===== src/rtl/trinary_encoder_pkg.sv =====
package trinary_encoder_pkg;

    // Number of digits in one word
    localparam int DIGIT_COUNT = 9;
    // Address-only digits go first
    localparam int ADDR_DIGITS = 5;
    // Shared address/data digits follow
    localparam int SHARED_DIGITS = 4;
    // Words in one sequence
    localparam int WORDS_PER_SEQ = 2;
    // Idle data periods between the two words
    localparam int GAP_PERIODS = 3;

    // Oscillator period in ns (default link rate)
    localparam int OSC_PERIOD_NS = 10000;
    // System clock period in ns
    localparam int SYS_PERIOD_NS = 10;
    // System cycles per oscillator tick, rounded down, at least one
    localparam int OSC_DIV = (OSC_PERIOD_NS / SYS_PERIOD_NS) < 1 ? 1
        : (OSC_PERIOD_NS / SYS_PERIOD_NS);

    // Oscillator ticks per half digit (one pulse slot)
    localparam int SLOT_TICKS = 8;
    // Short pulse high time in ticks
    localparam int SHORT_TICKS = 2;
    // Long pulse high time in ticks
    localparam int LONG_TICKS = 6;
    // Ticks the sense pull is held before sampling
    localparam int SENSE_TICKS = 2;

    // Trinary digit codes
    localparam logic [1:0] DIGIT_LOW = 2'h0;
    localparam logic [1:0] DIGIT_HIGH = 2'h1;
    localparam logic [1:0] DIGIT_OPEN = 2'h2;

endpackage


===== src/rtl/trinary_remote_encoder.sv =====
`timescale 1ns/100ps
module trinary_remote_encoder
#(
    parameter int OSC_DIV = trinary_encoder_pkg::OSC_DIV,
    parameter int SLOT_TICKS = trinary_encoder_pkg::SLOT_TICKS,
    parameter int SHORT_TICKS = trinary_encoder_pkg::SHORT_TICKS,
    parameter int LONG_TICKS = trinary_encoder_pkg::LONG_TICKS
)
(
    input wire logic clk_sys,
    input wire logic reset_n,
    input wire logic send_request_n,
    input wire logic send_request_n_oe,
    input wire logic [4:0] address_digit_inputs,
    input wire logic [3:0] shared_addr_data_inputs,
    output logic [8:0] digitPullOut,
    output logic [8:0] digitPullOe,
    output logic serialOut,
    output logic oscRunning
);

    localparam int NDIG = trinary_encoder_pkg::DIGIT_COUNT;
    localparam int SENSE = trinary_encoder_pkg::SENSE_TICKS;

    // Encoder phases, one-hot
    typedef enum logic [5:0]
    {
        ST_IDLE = 6'h01,
        ST_PULL_UP = 6'h02,
        ST_PULL_DOWN = 6'h04,
        ST_SEND = 6'h08,
        ST_GAP = 6'h10,
        ST_CHECK = 6'h20
    } phase_t;

    phase_t phase_reg;
    // Request level with the pin pulled up
    logic requestLevel;
    // Synchroniser stages for request
    logic [2:0] reqSync_reg;
    // Filtered active request
    logic reqActive_reg;
    // Latched request that survives a short pulse
    logic reqPending_reg;
    // Oscillator divider
    logic [15:0] divCount_reg;
    // One-cycle oscillator tick
    logic oscTick;
    // Tick counter inside a phase
    logic [15:0] tickCount_reg;
    // Digit index being sent
    logic [3:0] digitIdx_reg;
    // Which half of the digit, 0 or 1
    logic halfIdx_reg;
    // Word index in sequence
    logic wordIdx_reg;
    // Sense strobes
    logic sampleUp;
    logic sampleDown;
    // Sensed digits
    logic [1:0] digitCodes [NDIG];
    // Pins in send order: address first
    logic [8:0] pinLevels;
    // Long pulse needed for current slot
    logic slotLong;
    // Current digit code
    logic [1:0] curDigit;
    // High-time limit of the current slot
    logic [15:0] highTicks;

    ////////////////////////////////////////////////////////////////////////
    // Undriven request pin reads high
    assign requestLevel = send_request_n_oe ? send_request_n : 1'b1;
    assign pinLevels = {shared_addr_data_inputs, address_digit_inputs};

    // Request synchroniser
    always_ff @(posedge clk_sys)
    begin
        if (!reset_n)
            reqSync_reg <= 3'h7;
        else
            reqSync_reg <= {reqSync_reg[1:0], requestLevel};
    end

    // Change counts once stages two and three agree
    always_ff @(posedge clk_sys)
    begin
        if (!reset_n)
            reqActive_reg <= 1'b0;
        else if (reqSync_reg[1] == reqSync_reg[2])
            reqActive_reg <= !reqSync_reg[2];
    end

    ////////////////////////////////////////////////////////////////////////
    // Holds a short request until the sequence starts
    always_ff @(posedge clk_sys)
    begin
        if (!reset_n)
            reqPending_reg <= 1'b0;
        else if (phase_reg != ST_IDLE)
            reqPending_reg <= 1'b0;
        else if (reqActive_reg)
            reqPending_reg <= 1'b1;
    end

    ////////////////////////////////////////////////////////////////////////
    // Oscillator divider, runs only out of idle
    assign oscRunning = (phase_reg != ST_IDLE);
    assign oscTick = oscRunning && (divCount_reg == 16'(OSC_DIV - 1));

    always_ff @(posedge clk_sys)
    begin
        if (!reset_n || !oscRunning)
            divCount_reg <= 16'h0000;
        else if (oscTick)
            divCount_reg <= 16'h0000;
        else
            divCount_reg <= divCount_reg + 16'h0001;
    end

    ////////////////////////////////////////////////////////////////////////
    // Nine sensing cells
    generate
        for (genvar i = 0; i < NDIG; i++)
        begin : g_sense
            trinary_digit_sense u_sense
            (
                .clk_sys(clk_sys),
                .reset_n(reset_n),
                .pinLevel(pinLevels[i]),
                .sampleUp(sampleUp),
                .sampleDown(sampleDown),
                .digitCode(digitCodes[i])
            );
        end
    endgenerate

    // Sample at the end of each pull phase
    assign sampleUp = oscTick && (phase_reg == ST_PULL_UP)
        && (tickCount_reg == 16'(SENSE - 1));
    assign sampleDown = oscTick && (phase_reg == ST_PULL_DOWN)
        && (tickCount_reg == 16'(SENSE - 1));

    // Weak pull drive: high then low during sensing
    always_ff @(posedge clk_sys)
    begin
        if (!reset_n)
        begin
            digitPullOut <= 9'h000;
            digitPullOe <= 9'h000;
        end
        else if (phase_reg == ST_PULL_UP)
        begin
            digitPullOut <= 9'h1FF;
            digitPullOe <= 9'h1FF;
        end
        else if (phase_reg == ST_PULL_DOWN)
        begin
            digitPullOut <= 9'h000;
            digitPullOe <= 9'h1FF;
        end
        else
        begin
            digitPullOut <= 9'h000;
            digitPullOe <= 9'h000;
        end
    end

    ////////////////////////////////////////////////////////////////////////
    // Pulse shape for current slot
    always_comb
    begin
        curDigit = digitCodes[digitIdx_reg < 4'(NDIG) ? digitIdx_reg : 4'h0];
        case (curDigit)
            trinary_encoder_pkg::DIGIT_HIGH: slotLong = 1'b1;
            trinary_encoder_pkg::DIGIT_OPEN: slotLong = !halfIdx_reg;
            default: slotLong = 1'b0;
        endcase
        highTicks = slotLong ? 16'(LONG_TICKS) : 16'(SHORT_TICKS);
    end

    // Serial output from a flop
    always_ff @(posedge clk_sys)
    begin
        if (!reset_n)
            serialOut <= 1'b0;
        else if (phase_reg == ST_SEND)
            serialOut <= (tickCount_reg < highTicks);
        else
            serialOut <= 1'b0;
    end

    ////////////////////////////////////////////////////////////////////////
    // Sequencer
    always_ff @(posedge clk_sys)
    begin
        if (!reset_n)
        begin
            phase_reg <= ST_IDLE;
            tickCount_reg <= 16'h0000;
            digitIdx_reg <= 4'h0;
            halfIdx_reg <= 1'b0;
            wordIdx_reg <= 1'b0;
        end
        else
        begin
            case (phase_reg)
                ST_IDLE:
                begin
                    tickCount_reg <= 16'h0000;
                    digitIdx_reg <= 4'h0;
                    halfIdx_reg <= 1'b0;
                    wordIdx_reg <= 1'b0;
                    if (reqActive_reg || reqPending_reg)
                        phase_reg <= ST_PULL_UP;
                end
                ST_PULL_UP:
                begin
                    if (oscTick)
                    begin
                        if (tickCount_reg == 16'(SENSE - 1))
                        begin
                            tickCount_reg <= 16'h0000;
                            phase_reg <= ST_PULL_DOWN;
                        end
                        else
                            tickCount_reg <= tickCount_reg + 16'h0001;
                    end
                end
                ST_PULL_DOWN:
                begin
                    if (oscTick)
                    begin
                        if (tickCount_reg == 16'(SENSE - 1))
                        begin
                            tickCount_reg <= 16'h0000;
                            phase_reg <= ST_SEND;
                        end
                        else
                            tickCount_reg <= tickCount_reg + 16'h0001;
                    end
                end
                ST_SEND:
                begin
                    if (oscTick)
                    begin
                        if (tickCount_reg == 16'(SLOT_TICKS - 1))
                        begin
                            tickCount_reg <= 16'h0000;
                            halfIdx_reg <= !halfIdx_reg;
                            if (halfIdx_reg)
                            begin
                                // Next digit or end of word
                                if (digitIdx_reg == 4'(NDIG - 1))
                                begin
                                    digitIdx_reg <= 4'h0;
                                    phase_reg <= wordIdx_reg ? ST_CHECK : ST_GAP;
                                end
                                else
                                    digitIdx_reg <= digitIdx_reg + 4'h1;
                            end
                        end
                        else
                            tickCount_reg <= tickCount_reg + 16'h0001;
                    end
                end
                ST_GAP:
                begin
                    // Quiet for three data periods
                    if (oscTick)
                    begin
                        if (tickCount_reg == 16'(trinary_encoder_pkg::GAP_PERIODS
                            * 2 * SLOT_TICKS - 1))
                        begin
                            tickCount_reg <= 16'h0000;
                            wordIdx_reg <= 1'b1;
                            phase_reg <= ST_SEND;
                        end
                        else
                            tickCount_reg <= tickCount_reg + 16'h0001;
                    end
                end
                ST_CHECK:
                begin
                    // Sequence done; repeat while held, else halt
                    wordIdx_reg <= 1'b0;
                    if (reqActive_reg)
                        phase_reg <= ST_PULL_UP;
                    else
                        phase_reg <= ST_IDLE;
                end
                default:
                    phase_reg <= ST_IDLE;
            endcase
        end
    end

endmodule


===== src/rtl/trinary_digit_sense.sv =====
`timescale 1ns/100ps
// Classifies one pin from its two samples under weak pull-up and pull-down
module trinary_digit_sense
(
    input wire logic clk_sys,
    input wire logic reset_n,
    input wire logic pinLevel,
    input wire logic sampleUp,
    input wire logic sampleDown,
    output logic [1:0] digitCode
);

    // Three-stage input sync
    logic [2:0] syncPipe_reg;
    // Level seen under pull-up
    logic upLevel_reg;
    // Stable level from stages two and three
    logic stableLevel;

    ////////////////////////////////////////////////////////////////////////
    // Pin synchroniser
    always_ff @(posedge clk_sys)
    begin
        if (!reset_n)
            syncPipe_reg <= 3'h0;
        else
            syncPipe_reg <= {syncPipe_reg[1:0], pinLevel};
    end

    // Stages two and three agree before a change counts
    always_ff @(posedge clk_sys)
    begin
        if (!reset_n)
            stableLevel <= 1'b0;
        else if (syncPipe_reg[1] == syncPipe_reg[2])
            stableLevel <= syncPipe_reg[2];
    end

    ////////////////////////////////////////////////////////////////////////
    // Capture level under pull-up
    always_ff @(posedge clk_sys)
    begin
        if (!reset_n)
            upLevel_reg <= 1'b0;
        else if (sampleUp)
            upLevel_reg <= stableLevel;
    end

    // Classify after the pull-down sample
    always_ff @(posedge clk_sys)
    begin
        if (!reset_n)
            digitCode <= trinary_encoder_pkg::DIGIT_LOW;
        else if (sampleDown)
        begin
            // Follows both pulls: open; else fixed level
            if (upLevel_reg && !stableLevel)
                digitCode <= trinary_encoder_pkg::DIGIT_OPEN;
            else if (upLevel_reg)
                digitCode <= trinary_encoder_pkg::DIGIT_HIGH;
            else
                digitCode <= trinary_encoder_pkg::DIGIT_LOW;
        end
    end

endmodule


===== config.mk =====
export PLATFORM = sky130hd
export DESIGN_NAME = trinary_remote_encoder
export DESIGN_NICKNAME = d
export VERILOG_FILES = /design/src/rtl/trinary_encoder_pkg.sv /design/src/rtl/trinary_remote_encoder.sv /design/src/rtl/trinary_digit_sense.sv
export SDC_FILE = /design/constraint.sdc
export NUM_CORES = 1
export LEC_CHECK = 0
export BUFFER_PORTS_ARGS = -buffer_cell sky130_fd_sc_hd__buf_2
export CORE_MARGIN = 5
export CORE_UTILIZATION = 40
export DETAILED_ROUTE_END_ITERATION = 10
export GPL_TIMING_DRIVEN = 0
export PLACE_DENSITY = 0.62
export SLEW_MARGIN = 40
export SYNTH_ARGS = -nofsm -noshare
export SYNTH_HDL_FRONTEND = slang
export SYNTH_SLANG_ARGS = --single-unit

===== constraint.sdc =====
create_clock -name clk_sys -period 4.8 [get_ports clk_sys]
set_input_delay 0.48 -clock clk_sys [delete_from_list [all_inputs] [get_ports clk_sys]]
set_output_delay 0.48 -clock clk_sys [all_outputs]
set_load 0.01 [all_outputs]

==> results.toml <==
[logic_synthesis]
async_reset_ff_frac = 0
synth-edff-count = 0
synth_warnings = 0
synth_cell_types = 63
synth_compound_area_frac = 0.121
muxShareOfSynthArea = 0.0367
synth_area_mm2 = 0.00501
synth_xor_area_frac = 0.0384
ys_seq_area_frac = 0.459
ys_seq_elements = 115
synth_adder_area_share = 0.0225
synthSimpleGateAreaFrac = 0.271
synthCells = 563
avgSynthCellArea_um2 = 8.91
ys.flop_type = "dfxtp_1"
synth_top_family_by_area = "simple AND/OR/NAND/NOR gates"
synth_nets = 585

[placement]
gp_congestion = 0.866
port_buffers = 31
post-place-ws_ns = 1.18
dp_hpwl_mm = 7.75

[floorplan]
die_x_um = 122
rows = 40
pin_count = 33
dieArea_mm2 = 0.0149
die_height_um = 122
core_area_mm2 = 0.0122
initial_core_util = 0.412

[route]
met2WireLength_mm = 4.78
first_pass_iters = 5
wl_met3_um = 636
ant_nets = 0
drcViolationCount = 0
viasPerCell = 5.15
num_vias = 4088
wl_met1_mm = 5.21
highest_layer = "met4"
postRouteWirelength_mm = 10.8
wl_per_cell_um = 13.6
drtIter0Drc = 204

[clock_network]
cts_root_buffer = "clkbuf_16"
postCtsSetupRepairBufs = 0
clkTransAtPathRegs_ns = 0.06
cts_resized = 0
ctsHoldBuffers = 0
htreeDepth = 4
clockBufferDepth = 2
cts-buffers-inserted = 17
cts_tree = "built"
cts_sinks = 115
clkLatencyLatePin_ns = 0.41

[timing]
hold_viol_final = 0
setup_slack_ns = 1.17
rsz0062_at_grt = "no"
fin_skew_ns = 0.00920
totalNegativeSetupSlack_ns = 0
fmax_mhz = 276
final-max-slew-violation-count = 0
setup_viol = 0
period_share = 0.755
relSlewSlack = 0.504
worst_slew_pin_slew_ns = 0.737
period_minus_slack_ns = 3.63

[pwr]
powerDensity_mw_per_mm2 = 433
p_leak_nw = 2.18
irDropWorstVdd_v = 0.000219

[cells_and_area]
final_common_cell = "dfxtp_1"
most-common-layout-cells = "dfxtp_1 (115), nand2_1 (59), nor2_1 (58)"
antenna_cells = 0
area_growth_pct = 19.1
drive_gt1_frac = 0.169
largest_reg_flops = 27
nets = 635

[worst_setup_path]
arrival_ns = 3.89
crit_fanout = 10
start_kind = "flop"
end_kind = "flop"
worstSetupPathType = "reg -> reg"
crit_required_ns = 5.07

[global_routing]
overflow = 0
grt_use_total = 0.153
grt_max_degree = 17
grt_antenna_before_repair = 0
grt_first_pass_wirelength_mm = 18.3
grt_pass1_vias = 3906

[outcome]
status = "completed"

[min_path]
holdCritPathClass = "in -> reg"

[job]
maxCapViolCount = 0
## layer usage
layer,GRT usage,vias up
li1,-,2071
met1,0.204,1886
met2,0.238,112
met3,0.0422,19
met4,0.0588,0
met5,0,-
## power by group
part	internal (W)	switching, W
combinational	0.000117	0.000224
clock	0.000781	0.000454
sequential	0.000983	0.0000272
total	0.00188	0.000706
## path summary, 6_finish.rpt
check,from,endpoint,slack [ns],cells after the start
max reg2reg,digitIdx_reg[0]$_SDFFE_PN0P_,serialOut$_SDFF_PN0_,1.17,13
min reg2reg,reqSync_reg[0]$_SDFF_PN1_,reqSync_reg[1]$_SDFF_PN1_,0.41,1
max,digitIdx_reg[0]$_SDFFE_PN0P_,serialOut$_SDFF_PN0_,1.17,13
min,send_request_n_oe,reqSync_reg[0]$_SDFF_PN1_,0.26,2
## per-stage QoR
| stage | utilization | area, um^2 | power [W] | hold WS [ns] | std cells |
|---|---|---|---|---|---|
| after floorplan | - | 5010 | 0.00127 | 0.386 | 563 |
| after detailed placement | 0.442 | 5380 | 0.00137 | 0.398 | 762 |
| after CTS | 0.491 | 5970 | 0.00261 | 0.245 | 794 |
| after global routing | 0.491 | 5970 | 0.00270 | 0.263 | 794 |
| after global placement | 0.442 | 5380 | 0.00136 | 0.389 | 762 |
| final | 0.491 | 5970 | 0.00259 | 0.255 | 794 |
## kinds of logic after synthesis
logic type / Yosys count
adder cells (fa/ha/maj): 9
AND/OR/NAND/NOR: 257
XOR/XNOR: 22
multiplexers: 18
buffers and inverters: 50
AO/OA/AOI/OAI: 92
flip-flops: 115
## critical path: stages, from the launching register on
cell and delay (ns):
dfxtp_1 0.33, clkbuf_1 0.38, inv_1 0.24, ha_1 0.28, nand2b_1 0.14, nand2_1 0.09, nand2_1 0.08, mux2_2 0.33
o21ai_0 0.27, o221a_2 0.24, ha_1 0.22, o21bai_1 0.17, ha_1 0.27, a2111oi_0 0.44
## synth_stat cells (3+ instances only)
cell type,number,area share
or3_1,4,0.0050
or4_4,4,0.0090
nor2_1,58,0.043
nand3b_1,11,0.016
mux2_2,3,0.0067
nand2b_1,6,0.0075
nand2_1,59,0.044
nor2b_1,4,0.0050
ha_1,9,0.022
nor3_1,8,0.0080
nand4_1,9,0.011
xor2_1,9,0.016
clkbuf_1,13,0.0097
a21oi_1,38,0.038
and4_1,3,0.0052
mux2i_1,15,0.030
buf_2,6,0.0060
inv_1,12,0.0090
xnor2_1,13,0.023
o32ai_1,4,0.0070
or4_1,3,0.0045
nor3b_1,3,0.0045
buf_1,3,0.0022
and2_1,30,0.037
o21ai_0,14,0.014
buf_4,16,0.024
and3_1,10,0.012
a311oi_1,3,0.0052
a31o_2,4,0.0070
nor4_1,7,0.0087
a32o_1,3,0.0060
dfxtp_1,115,0.46
nand3_1,27,0.027
## cell type report
type | count | area, um^2
Fill cell | 1150 | 6190
Multi-Input combinational cell | 398 | 2460
Sequential cell | 115 | 2300
Clock buffer | 18 | 439
Buffer | 38 | 210
Tap cell | 168 | 210
Timing Repair Buffer | 31 | 155
Clock inverter | 14 | 153
Inverter | 12 | 45.0
(Power assumes the default switching activity.)
